`src/verilog/rsc_consts.svh`:
```
// Register offsets, field positions, reset values and timing counts
`ifndef RSC_CONSTS_SVH
`define RSC_CONSTS_SVH
`define RSC_OFF_MODE_CTRL 8'h00
`define RSC_OFF_INT_CTRL 8'h04
`define RSC_OFF_INT_STATUS 8'h08
`define RSC_OFF_STATUS 8'h0C
`define RSC_MC_MODE_LO 0
`define RSC_MC_ENC 2
`define RSC_MC_WARN 3
`define RSC_MC_ACTIVE 4
`define RSC_MC_SPLIT 5
`define RSC_IC_THRESH 0
`define RSC_IS_PON 0
`define RSC_IS_MAIN_WARN 1
`define RSC_IS_BUS_WARN 2
`define RSC_ST_MAIN 0
`define RSC_ST_BUS 1
`define RSC_ST_DRIVING 2
`define RSC_ST_STRAP 3
`define RSC_ST_STATE_LO 4
`define RSC_MODE_RST 2'h0
`define RSC_PON_RST 1'b1
`define RSC_FILTER_CYC 16
`define RSC_SHORT_CYC 64
`define RSC_LONG_CYC 256
`define RSC_RESP_OKAY 2'h0
`define RSC_RESP_SLVERR 2'h2
`endif

```
`src/verilog/rsc_pkg.sv`:
```
// Types shared by the reset and supply control block
package rsc_pkg;
    typedef enum logic [1:0] {
        RSC_DEV_OFF = 2'b00,
        RSC_DEV_RUN = 2'b01,
        RSC_DEV_OVERTEMP = 2'b10
    } rsc_dev_e;
    typedef struct packed {
        logic awvalid;
        logic [7:0] awaddr;
        logic wvalid;
        logic [31:0] wdata;
        logic [3:0] wstrb;
        logic bready;
        logic arvalid;
        logic [7:0] araddr;
        logic rready;
    } rsc_axi_req_s;
    typedef struct packed {
        logic awready;
        logic wready;
        logic bvalid;
        logic [1:0] bresp;
        logic arready;
        logic rvalid;
        logic [31:0] rdata;
        logic [1:0] rresp;
    } rsc_axi_rsp_s;
    typedef struct packed {
        logic main_below_90;
        logic main_below_70;
        logic bus_below_90;
    } rsc_supply_s;
endpackage

```
`src/verilog/rsc_top.sv`:
```
// Reset, enable, fallback and supply monitor control with AXI4-Lite registers
// What this block does
// - A reset line held low by the partner for the filter time starts a reset.
// - Every internally started reset except Overtemp entry drives a low pulse onto the reset line.
// - Pulse length is selectable only for undervoltage, Off exit and Overtemp exit.
// - Selectable causes give short pulse with strap resistor, long without.
// - All other internal causes, watchdog ones included, give the short pulse; Overtemp entry holds the line low instead.
// - Enable output high only with its control bit set and mode 10 or 11.
// - Enable control bit is writable in Normal and Standby modes.
// - Any reset event forces the enable output low.
// - Fallback output is active low open drain.
// - Every system reset sets the fallback warning flag.
// - Reset with warning already set sets fallback active, driving the output low.
// - Overtemp mode holds the fallback active flag set.
// - Software may clear the fallback active flag to release the output.
// - Power-off detection enters Off mode at once, regulators and logic down.
// - Battery above power-on threshold leaves Off mode for Standby.
// - Leaving Off mode sets the power-on flag.
// - Split control bit selects 85 mA at 0 or 50 mA at 1.
// - Main regulator undervoltage resets; threshold select picks 90 or 70 percent.
// - Main supply warning flag sets at 90 percent regardless of threshold select.
// - Main supply status bit shows the live main regulator state.
// - Mode field switches the bus regulator; value 10 turns it off.
// - Bus supply warning flag sets when bus regulator drops below 90 percent.
// - Bus supply status is live only in Normal mode, else reads 1.
// - Interrupt status flags clear on a write of 1.
`timescale 1ns/1ps
`include "rsc_consts.svh"
module rsc_top #(
    parameter int FILTER_CYC = `RSC_FILTER_CYC,
    parameter int SHORT_CYC = `RSC_SHORT_CYC,
    parameter int LONG_CYC = `RSC_LONG_CYC
) (
    input wire logic aclk,
    input wire logic aresetn,
    input wire rsc_pkg::rsc_axi_req_s axi_req,
    output rsc_pkg::rsc_axi_rsp_s axi_rsp,
    input wire logic system_reset_line_in,
    output logic system_reset_line_out,
    output logic system_reset_line_oe,
    input wire logic strap_short_present,
    input wire logic main_power_in_poff,
    input wire logic main_power_in_pon,
    input wire logic overtemp_hot,
    input wire logic other_reset_req,
    input wire rsc_pkg::rsc_supply_s supply,
    output logic enable_out,
    output logic fallback_out,
    output logic fallback_oe,
    output logic main_regulator_en,
    output logic bus_regulator_en,
    output logic dissipation_split_out,
    output logic undervolt_threshold_out
);
    // Normal mode is either of the two upper mode codes
    function automatic logic is_normal(input logic [1:0] m);
        is_normal = m[1];
    endfunction

    rsc_pkg::rsc_dev_e dev_ff;
    logic [1:0] mode_ctrl_field_ff;
    logic enable_output_ctrl_ff;
    logic fallback_warning_flag_ff;
    logic fallback_active_flag_ff;
    logic dissipation_split_ctrl_ff;
    logic undervolt_threshold_sel_ff;
    logic power_on_flag_ff;
    logic main_supply_warn_irq_ff;
    logic bus_supply_warn_irq_ff;
    logic strap_ff;
    logic strap_taken_ff;
    logic [15:0] pulse_cnt_ff;
    logic [15:0] filt_cnt_ff;
    logic main_uv_prev_ff;
    logic main_warn_prev_ff;
    logic bus_warn_prev_ff;
    logic aw_got_ff;
    logic w_got_ff;
    logic [7:0] awaddr_ff;
    logic [31:0] wdata_ff;
    logic wstrb0_ff;
    logic bvalid_ff;
    logic [1:0] bresp_ff;
    logic rvalid_ff;
    logic [31:0] rdata_ff;
    logic [1:0] rresp_ff;

    logic running;
    logic driving;
    logic main_uv;
    logic main_uv_rise;
    logic leave_off;
    logic leave_hot;
    logic enter_hot;
    logic ext_rst_ev;
    logic sel_rst_ev;
    logic fix_rst_ev;
    logic sys_rst_ev;
    logic [15:0] sel_len;
    logic wr_fire;
    logic [7:0] wr_addr;
    logic [31:0] wr_data;
    logic wr_mc;
    logic wr_ic;
    logic wr_is;
    logic ar_fire;
    logic [31:0] status_word;

    // Event decode
    assign running = (dev_ff == rsc_pkg::RSC_DEV_RUN);
    assign main_uv = undervolt_threshold_sel_ff ? supply.main_below_70 : supply.main_below_90;
    assign main_uv_rise = running & main_uv & ~main_uv_prev_ff;
    assign leave_off = (dev_ff == rsc_pkg::RSC_DEV_OFF) & main_power_in_pon & ~main_power_in_poff;
    assign leave_hot = (dev_ff == rsc_pkg::RSC_DEV_OVERTEMP) & ~overtemp_hot & ~main_power_in_poff;
    assign enter_hot = running & overtemp_hot & (mode_ctrl_field_ff != 2'h1) & ~main_power_in_poff;
    assign sel_rst_ev = main_uv_rise | leave_off | leave_hot;
    assign fix_rst_ev = running & other_reset_req;
    assign ext_rst_ev = running & ~driving & ~system_reset_line_in
        & (filt_cnt_ff == 16'(FILTER_CYC - 1));
    assign sys_rst_ev = sel_rst_ev | fix_rst_ev | ext_rst_ev | enter_hot;
    assign sel_len = strap_ff ? 16'(SHORT_CYC) : 16'(LONG_CYC);

    // Strap caught on the first clock after reset release
    always_ff @(posedge aclk) begin
        if (!aresetn) begin
            strap_taken_ff <= 1'b0;
            strap_ff <= 1'b0;
        end else if (!strap_taken_ff) begin
            strap_taken_ff <= 1'b1;
            strap_ff <= strap_short_present;
        end
    end

    // Device state: off, running, overtemp
    always_ff @(posedge aclk) begin
        if (!aresetn) begin
            dev_ff <= rsc_pkg::RSC_DEV_OFF;
        end else if (main_power_in_poff) begin
            dev_ff <= rsc_pkg::RSC_DEV_OFF;
        end else begin
            case (dev_ff)
                rsc_pkg::RSC_DEV_OFF: begin
                    if (leave_off) begin
                        dev_ff <= rsc_pkg::RSC_DEV_RUN;
                    end
                end
                rsc_pkg::RSC_DEV_RUN: begin
                    if (enter_hot) begin
                        dev_ff <= rsc_pkg::RSC_DEV_OVERTEMP;
                    end
                end
                rsc_pkg::RSC_DEV_OVERTEMP: begin
                    if (leave_hot) begin
                        dev_ff <= rsc_pkg::RSC_DEV_RUN;
                    end
                end
                default: begin
                    dev_ff <= rsc_pkg::RSC_DEV_OFF;
                end
            endcase
        end
    end

    // Edge history of the supply comparators
    always_ff @(posedge aclk) begin
        if (!aresetn) begin
            main_uv_prev_ff <= 1'b0;
            main_warn_prev_ff <= 1'b0;
            bus_warn_prev_ff <= 1'b0;
        end else begin
            main_uv_prev_ff <= main_uv;
            main_warn_prev_ff <= supply.main_below_90;
            bus_warn_prev_ff <= supply.bus_below_90;
        end
    end

    // Low-level filter on the reset line, blind while we drive it
    always_ff @(posedge aclk) begin
        if (!aresetn) begin
            filt_cnt_ff <= 16'h0000;
        end else if (driving || system_reset_line_in || !running) begin
            filt_cnt_ff <= 16'h0000;
        end else if (filt_cnt_ff != 16'(FILTER_CYC)) begin
            filt_cnt_ff <= filt_cnt_ff + 16'h0001;
        end
    end

    // Reset pulse length counter
    always_ff @(posedge aclk) begin
        if (!aresetn || main_power_in_poff) begin
            pulse_cnt_ff <= 16'h0000;
        end else if (sel_rst_ev || (running && main_uv)) begin
            pulse_cnt_ff <= sel_len;
        end else if (fix_rst_ev) begin
            pulse_cnt_ff <= 16'(SHORT_CYC);
        end else if (pulse_cnt_ff != 16'h0000) begin
            pulse_cnt_ff <= pulse_cnt_ff - 16'h0001;
        end
    end

    // Reset line driven low during pulse and throughout Overtemp
    assign driving = (pulse_cnt_ff != 16'h0000) | (dev_ff == rsc_pkg::RSC_DEV_OVERTEMP);
    assign system_reset_line_out = 1'b0;
    assign system_reset_line_oe = driving;

    // AXI write channel capture, address and data in either order
    assign wr_fire = (aw_got_ff | axi_req.awvalid) & (w_got_ff | axi_req.wvalid) & ~bvalid_ff;
    assign wr_addr = aw_got_ff ? awaddr_ff : axi_req.awaddr;
    assign wr_data = w_got_ff ? wdata_ff : axi_req.wdata;
    assign wr_mc = wr_fire & (wr_addr == `RSC_OFF_MODE_CTRL) & (w_got_ff ? wstrb0_ff : axi_req.wstrb[0]);
    assign wr_ic = wr_fire & (wr_addr == `RSC_OFF_INT_CTRL) & (w_got_ff ? wstrb0_ff : axi_req.wstrb[0]);
    assign wr_is = wr_fire & (wr_addr == `RSC_OFF_INT_STATUS) & (w_got_ff ? wstrb0_ff : axi_req.wstrb[0]);

    always_ff @(posedge aclk) begin
        if (!aresetn) begin
            aw_got_ff <= 1'b0;
            w_got_ff <= 1'b0;
            awaddr_ff <= 8'h00;
            wdata_ff <= 32'h00000000;
            wstrb0_ff <= 1'b0;
        end else if (wr_fire) begin
            aw_got_ff <= 1'b0;
            w_got_ff <= 1'b0;
        end else begin
            if (axi_req.awvalid && !aw_got_ff) begin
                aw_got_ff <= 1'b1;
                awaddr_ff <= axi_req.awaddr;
            end
            if (axi_req.wvalid && !w_got_ff) begin
                w_got_ff <= 1'b1;
                wdata_ff <= axi_req.wdata;
                wstrb0_ff <= axi_req.wstrb[0];
            end
        end
    end

    // Write response
    always_ff @(posedge aclk) begin
        if (!aresetn) begin
            bvalid_ff <= 1'b0;
            bresp_ff <= `RSC_RESP_OKAY;
        end else if (wr_fire) begin
            bvalid_ff <= 1'b1;
            bresp_ff <= (wr_addr[7:4] == 4'h0 && wr_addr[1:0] == 2'h0) ? `RSC_RESP_OKAY : `RSC_RESP_SLVERR;
        end else if (axi_req.bready) begin
            bvalid_ff <= 1'b0;
        end
    end

    // Mode field and enable control
    always_ff @(posedge aclk) begin
        if (!aresetn || dev_ff == rsc_pkg::RSC_DEV_OFF) begin
            mode_ctrl_field_ff <= `RSC_MODE_RST;
            enable_output_ctrl_ff <= 1'b0;
        end else if (sys_rst_ev || dev_ff == rsc_pkg::RSC_DEV_OVERTEMP) begin
            enable_output_ctrl_ff <= 1'b0;
            if (leave_hot) begin
                mode_ctrl_field_ff <= `RSC_MODE_RST;
            end
        end else if (wr_mc && running) begin
            mode_ctrl_field_ff <= wr_data[`RSC_MC_MODE_LO+1:`RSC_MC_MODE_LO];
            if (mode_ctrl_field_ff != 2'h1) begin
                enable_output_ctrl_ff <= wr_data[`RSC_MC_ENC];
            end
        end
    end

    // Fallback warning and active flags
    always_ff @(posedge aclk) begin
        if (!aresetn) begin
            fallback_warning_flag_ff <= 1'b0;
            fallback_active_flag_ff <= 1'b0;
        end else if (dev_ff == rsc_pkg::RSC_DEV_OFF) begin
            // Off exit is itself a system reset, so it leaves the warning set
            fallback_warning_flag_ff <= leave_off;
            fallback_active_flag_ff <= 1'b0;
        end else if (sys_rst_ev || dev_ff == rsc_pkg::RSC_DEV_OVERTEMP) begin
            fallback_warning_flag_ff <= fallback_warning_flag_ff | sys_rst_ev;
            if (fallback_warning_flag_ff || dev_ff == rsc_pkg::RSC_DEV_OVERTEMP || enter_hot) begin
                fallback_active_flag_ff <= 1'b1;
            end
        end else if (wr_mc) begin
            fallback_warning_flag_ff <= wr_data[`RSC_MC_WARN];
            fallback_active_flag_ff <= fallback_active_flag_ff & wr_data[`RSC_MC_ACTIVE];
        end
    end

    // Split and threshold selects
    always_ff @(posedge aclk) begin
        if (!aresetn || dev_ff == rsc_pkg::RSC_DEV_OFF) begin
            dissipation_split_ctrl_ff <= 1'b0;
            undervolt_threshold_sel_ff <= 1'b0;
        end else begin
            if (wr_mc) begin
                dissipation_split_ctrl_ff <= wr_data[`RSC_MC_SPLIT];
            end
            if (wr_ic) begin
                undervolt_threshold_sel_ff <= wr_data[`RSC_IC_THRESH];
            end
        end
    end

    // Interrupt status flags, set wins over write-one clear
    always_ff @(posedge aclk) begin
        if (!aresetn) begin
            power_on_flag_ff <= `RSC_PON_RST;
            main_supply_warn_irq_ff <= 1'b0;
            bus_supply_warn_irq_ff <= 1'b0;
        end else if (dev_ff == rsc_pkg::RSC_DEV_OFF) begin
            power_on_flag_ff <= power_on_flag_ff | leave_off;
            main_supply_warn_irq_ff <= 1'b0;
            bus_supply_warn_irq_ff <= 1'b0;
        end else begin
            power_on_flag_ff <= power_on_flag_ff & ~(wr_is & wr_data[`RSC_IS_PON]);
            main_supply_warn_irq_ff <= (main_supply_warn_irq_ff & ~(wr_is & wr_data[`RSC_IS_MAIN_WARN]))
                | (supply.main_below_90 & ~main_warn_prev_ff);
            bus_supply_warn_irq_ff <= (bus_supply_warn_irq_ff & ~(wr_is & wr_data[`RSC_IS_BUS_WARN]))
                | (bus_regulator_en & supply.bus_below_90 & ~bus_warn_prev_ff);
        end
    end

    // Status word
    always_comb begin
        status_word = 32'h00000000;
        status_word[`RSC_ST_MAIN] = ~supply.main_below_90;
        status_word[`RSC_ST_BUS] = is_normal(mode_ctrl_field_ff) && running ? ~supply.bus_below_90 : 1'b1;
        status_word[`RSC_ST_DRIVING] = driving;
        status_word[`RSC_ST_STRAP] = strap_ff;
        status_word[`RSC_ST_STATE_LO+1:`RSC_ST_STATE_LO] = dev_ff;
    end

    // AXI read channel
    assign ar_fire = axi_req.arvalid & ~rvalid_ff;
    always_ff @(posedge aclk) begin
        if (!aresetn) begin
            rvalid_ff <= 1'b0;
            rdata_ff <= 32'h00000000;
            rresp_ff <= `RSC_RESP_OKAY;
        end else if (ar_fire) begin
            rvalid_ff <= 1'b1;
            rresp_ff <= `RSC_RESP_OKAY;
            case (axi_req.araddr)
                `RSC_OFF_MODE_CTRL: begin
                    rdata_ff <= {26'h0, dissipation_split_ctrl_ff, fallback_active_flag_ff,
                        fallback_warning_flag_ff, enable_output_ctrl_ff, mode_ctrl_field_ff};
                end
                `RSC_OFF_INT_CTRL: begin
                    rdata_ff <= {31'h0, undervolt_threshold_sel_ff};
                end
                `RSC_OFF_INT_STATUS: begin
                    rdata_ff <= {29'h0, bus_supply_warn_irq_ff, main_supply_warn_irq_ff, power_on_flag_ff};
                end
                `RSC_OFF_STATUS: begin
                    rdata_ff <= status_word;
                end
                default: begin
                    rdata_ff <= 32'h00000000;
                    rresp_ff <= `RSC_RESP_SLVERR;
                end
            endcase
        end else if (axi_req.rready) begin
            rvalid_ff <= 1'b0;
        end
    end

    // Bus answers
    always_comb begin
        axi_rsp.awready = ~aw_got_ff & ~bvalid_ff;
        axi_rsp.wready = ~w_got_ff & ~bvalid_ff;
        axi_rsp.bvalid = bvalid_ff;
        axi_rsp.bresp = bresp_ff;
        axi_rsp.arready = ~rvalid_ff;
        axi_rsp.rvalid = rvalid_ff;
        axi_rsp.rdata = rdata_ff;
        axi_rsp.rresp = rresp_ff;
    end

    // Pin and analog control outputs
    assign enable_out = enable_output_ctrl_ff & is_normal(mode_ctrl_field_ff) & running & ~driving;
    assign fallback_out = 1'b0;
    assign fallback_oe = fallback_active_flag_ff;
    assign main_regulator_en = running & (mode_ctrl_field_ff != 2'h1);
    assign bus_regulator_en = running & (mode_ctrl_field_ff != 2'h2);
    assign dissipation_split_out = dissipation_split_ctrl_ff;
    assign undervolt_threshold_out = undervolt_threshold_sel_ff;
endmodule

```
`config.mk`:
```
export PLATFORM = sky130hd
export DESIGN_NAME = rsc_top
export DESIGN_NICKNAME = d
export VERILOG_FILES = /design/src/verilog/rsc_pkg.sv /design/src/verilog/rsc_top.sv
export VERILOG_INCLUDE_DIRS = /design/src /design/src/verilog
export SDC_FILE = /design/constraint.sdc
export NUM_CORES = 1
export LEC_CHECK = 0
export BUFFER_PORTS_ARGS = -buffer_cell sky130_fd_sc_hd__buf_2
export CAP_MARGIN = 20
export CORE_MARGIN = 4
export CORE_UTILIZATION = 48
export CTS_BUF_LIST = sky130_fd_sc_hd__clkbuf_4 sky130_fd_sc_hd__clkbuf_8
export DETAILED_ROUTE_END_ITERATION = 10
export GPL_ROUTABILITY_DRIVEN = 1
export MAX_ROUTING_LAYER = met4
export PLACE_DENSITY_LB_ADDON = 0.1
export SETUP_SLACK_MARGIN = 0.4
export SYNTH_ARGS = -nofsm -noshare
export SYNTH_HDL_FRONTEND = slang
export SYNTH_SLANG_ARGS = --single-unit
```
`constraint.sdc`:
```
create_clock -name aclk -period 1.9 [get_ports aclk]
set_input_delay 0.095 -clock aclk [delete_from_list [all_inputs] [get_ports aclk]]
set_output_delay 0.095 -clock aclk [all_outputs]
set_load 0.02 [all_outputs]
```
# Word-level counts from Yosys, hierarchy flattened
# Index checks and enable logic that the tools add are counted.
# word_totals
inputBits	68
word_cells	187
output_inout_bits	50
reg_bits	104
# classes
n_bitwise	69
n_addsub	2
eq_ne	16
mux	31
n_reduce_logical	42
# ops
cell	count
16-bit two-way mux	3
1-bit bitwise AND	39
8-bit by 4-bit equality test with 1-bit output (second input constant)	3
6-bit case mux with 4 select lines	1
1-bit NOT	18
16-bit by 1-bit adder with 16-bit output (second input constant)	1
16-bit by 4-bit equality test with 1-bit output (second input constant)	1
8-bit by 3-bit equality test with 1-bit output (second input constant)	2
8-bit logical NOT	2
2-bit two-way mux	8
16-bit by 5-bit != test with 1-bit output (second input constant)	1
16-bit nonzero test	1
16-bit by 1-bit subtractor with 16-bit output (second input constant)	1
1-bit two-way mux	15
1-bit bitwise OR	12
2-bit AND reduction	5
2-bit OR reduction	5
9-bit two-way mux	1
1-bit logical OR	8
8-bit two-way mux	1
2-bit != test (second input constant)	4
2-bit nonzero test	4
1-bit logical AND	6
6-bit two-way mux	1
10 further kinds	17

# Longest topological paths before layout
# logic_depth
word_depth	11
mapped_depth	8
mapped_depth_nobuf	8

# Worst setup path before layout
# Ideal clock, no wire load.
# synth_timing
path_type	register to register
from	reg pulse_cnt_ff[0]
to	reg pulse_cnt_ff[14]
t_arrival_ps	1719
setup_slack_ps	64
t_required_ps	1783
period_less_slack_ps	1836
stages_incl_launch_ff	9
n_path_buf	0
setup_ps	117
cell_sequence	dfxtp_1 inv_1 ha_1 nor3b_1 nand4_2 nor4_4 nor3b_1 xnor2_1 nor2_1
# synth_via
elab_chain_len	4
elab_cells_between_ends	6
cone_classes	add/sub: 1; mux: 3; reduce/logical: 2
# synth_lines
item	line	source
start, declared	rsc_top.sv:72	logic [15:0] pulse_cnt_ff;
start signal, assigned	rsc_top.sv:193	pulse_cnt_ff <= sel_len;
start signal, assigned	rsc_top.sv:195	pulse_cnt_ff <= 16'(SHORT_CYC);
start signal, assigned	rsc_top.sv:197	pulse_cnt_ff <= pulse_cnt_ff - 16'h0001;
16-bit by 1-bit subtractor with 16-bit output	rsc_top.sv:197	
16-bit two-way mux	rsc_top.sv:196	end else if (pulse_cnt_ff != 16'h0000) begin
16-bit two-way mux	rsc_top.sv:194	end else if (fix_rst_ev) begin
16-bit two-way mux	rsc_top.sv:192	end else if (sel_rst_ev || (running && main_uv)) begin
# Several ways; a longest one is shown, not always the timed one. The select of a mux whose other input is x is not followed.
# A chain may end at the register's enable or synchronous reset.

# Final worst setup path
# layout_timing
from	reg pulse_cnt_ff[2]
to	reg pulse_cnt_ff[13]
# Same word-level chain as after synthesis.

==> results_dict.tcl <==
set metrics [dict create \
    cts_buffers 9 \
    insertion_delay_ps 360 \
    grt_max_degree 39 \
    grt_antenna_before_repair 1 \
    wl_met3_um 403 \
    io_pins 118 \
    core.rowCount 33 \
    worst_setup_path_end_kind "flop" \
    fin_worst_skew_ps 11.2 \
    finalNetCount 652 \
    synth_area_per_cell_um2 8.83 \
    yosys-top-cells-area "dfxtp_1, buf_4, mux2i_1, nor2_1, nor2b_1" \
    wl_met2_um 5810 \
    ant_nets 0 \
    drive_above_1_share_pct 43.1 \
    place_ws_ps 3.32 \
    fp.dieH_um 99.3 \
    synth-edff-count 0 \
    cap_violations 0 \
    yosysSeqAreaShare_pct 38.0 \
    worstSetupPathType "flop to flop" \
    htreeDepth 3 \
    tightestPinTransition_ps 655 \
    cp.required_ps 2180 \
    clock_path_buffers 2 \
    ys.flop_type "dfxtp_1" \
    reg2reg_depth 8 \
    num_vias 3592 \
    slew_viol_final 0 \
    drc 0 \
    overflow 0 \
    routabilityCongestion 0.861 \
    hold_class "input port to flop" \
    synthToLayoutAreaGrowth_pct 43.2 \
    die_area_mm2 0.00986 \
    placed_area_mm2 0.00449 \
    synthCells 453 \
    track_usage_pct 21.4 \
    finalHoldViolations 0 \
    numClockSinks 76 \
    yosys_warnings 0 \
    drt_wl_total_um 11200 \
    first_global_vias 3463 \
    portBuffers 58 \
    synth_top_area_cell "dfxtp_1" \
    ys_ff_latch 76 \
    finalSetupViolations 11 \
    synth_top_area_share_pct 38.0 \
    violations "setup timing" \
    first_pass_iters 4 \
    async_flop_share_pct 0 \
    dpl.hpwl_um 6550 \
    outcome "finished, violations left" \
    fmax_ghz 0.493 \
    cts-root-buf "clkbuf_8" \
    ys_types 67 \
    first_iter_violations 109 \
    avgRoutedWirePerCell_um 16.2 \
    p_leak_nw 2.29 \
    viasPerCell 5.20 \
    die_x_um 99.3 \
    cp.arrival_ps 2300 \
    clk_pin_slew_ps 80 \
    maxSlewHeadroom_pct 55.2 \
    cp-start-kind "flop" \
    post-route-min-period_ps 2030 \
    grt_pass1_wl_um 16600 \
    fin_setup_tns_ps -436 \
    hold_slack_ps 4.96 \
    final_area_mm2 0.00573 \
    fin_ws_ps -127 \
    highest_layer "met4" \
    period_share_pct 107 \
    cts_tree "yes" \
    crit_fanout 3 \
    syn_area_mm2 0.00400 \
    vdd_drop_max_uv 1270 \
    hold_depth 2 \
    wl_met1_um 4700 \
    initial_core_util_pct 48.9 \
    rsz0062_at_grt "yes" \
    core-area_mm2 0.00818 \
    power_per_cell_area_mw_per_mm2 1860 \
]
==> final timing paths <==
kind / to / from / slack [ps]
min reg2reg: bus_supply_warn_irq_ff / bus_supply_warn_irq_ff / 470
min: rvalid_ff / axi_req[9] / 5
max: pulse_cnt_ff[13] / pulse_cnt_ff[2] / -130
max reg2reg: pulse_cnt_ff[13] / pulse_cnt_ff[2] / -130
==> power breakdown <==
group / total, mW / internal, mW / switching, mW
Clock: 1.56 / 0.949 / 0.616
Combinational: 7.00 / 3.72 / 3.28
Sequential: 2.11 / 1.82 / 0.297
==> sequential cells by signal, indices dropped and copies added, names as in the netlist, 2 cells and up <==
name and flops:
dev_ff 2, mode_ctrl_field_ff 2, pulse_cnt_ff 16, wdata_ff 6, filt_cnt_ff 16, awaddr_ff 8, rdata_ff 6
==> metal layers <==
metal | GRT usage (%) | up-vias
met5 | - | -
met4 | 7.04 | 0
met3 | 4.28 | 27
met2 | 35.8 | 95
met1 | 25.8 | 1704
li1 | - | 1766
==> repair_timing <==
| action | 4_1_cts | 5_1_grt |
|---|---|---|
| hold buffers | 8 | 0 |
| cloned | 1 | 0 |
| endpoints found under the hold margin | 8 | 0 |
| setup endpoints to repair | 56 | 56 |
| buffers inserted | 29 | 17 |
| pin swaps | 42 | 20 |
| resized for setup | 81 | 48 |
==> placed cells by master (no fill, tap or decap), types with 8 or more instances in the layout <==
cell type / count
a21oi_1: 14
a21oi_2: 9
buf_2: 55
buf_4: 45
buf_6: 23
clkbuf_8: 11
conb_1: 30
dfxtp_1: 60
dfxtp_2: 10
dlygate4sd3_1: 8
inv_1: 13
mux2i_1: 22
nand2_1: 22
nand3_1: 9
nor2_1: 31
nor2_4: 13
nor2b_1: 26
nor3_1: 14
nor4_4: 8
o21ai_0: 8
xnor2_1: 13
==> critical path, cell delays in order, from the launching register on <==
cell and delay (ps):
dfxtp_4 370, nor4_4 350, buf_6 170, buf_6 110, and3_4 210, nand4_1 200, buf_4 230, xnor2_2 140
nor2_1 170
==> synthesized netlist by cell type, types with 2 or more instances <==
library cell  number
nand2_2            2
and3_1             4
a22oi_1            5
clkbuf_1           8
o22ai_1            2
or3_1              9
ha_1               4
nand3b_1           4
o21ai_0            9
xnor2_1           15
inv_1             15
and2_1             3
dfxtp_1           76
nand3_1           13
a211oi_1           2
a21o_1             2
or4_1              2
buf_2              3
o31ai_1            3
mux2_2             2
a21oi_1           24
buf_4             33
a31oi_1            4
nand2_1           25
o21ai_1            4
nor2b_1           27
nor4_4             5
nor3_1            17
mux2i_1           23
xor2_1             5
nor2_1            49
nand2b_1           5
nor4_1             6
buf_6              3
nor3b_1            8
==> metrics by stage <==
stage          std cells  power [mW]  util, %
2_1_floorplan        482        4.67        -
3_3_place_gp         619        5.25     55.0
3_5_place_dp         619        5.29     55.0
4_1_cts              673        8.82     66.1
5_1_grt              691        11.1     70.1
6_report             691        10.7     70.1
==> layout make-up <==
cell class              count  area [um2]
repair buffers            134        1010
well taps                 105         131
multi-input cells         344        2710
clock buffers              11         151
flip-flops and latches     76        1560
clock inverters             5         106
diodes                      1        2.50
fillers                   627        2440
inverters                  15        58.8
==> kinds of logic after synthesis <==
group,count (synthesis),share of synthesized area [%]
AND/OR/NAND/NOR,194,28.4
adder cells (fa/ha/maj),4,1.25
other,1,0.0937
multiplexers,27,7.16
buffers and inverters,62,9.57
XOR/XNOR,20,4.38
flip-flops,76,38.0
AO/OA/AOI/OAI,69,11.2
No activity file was read; power rests on OpenSTA's default activity.
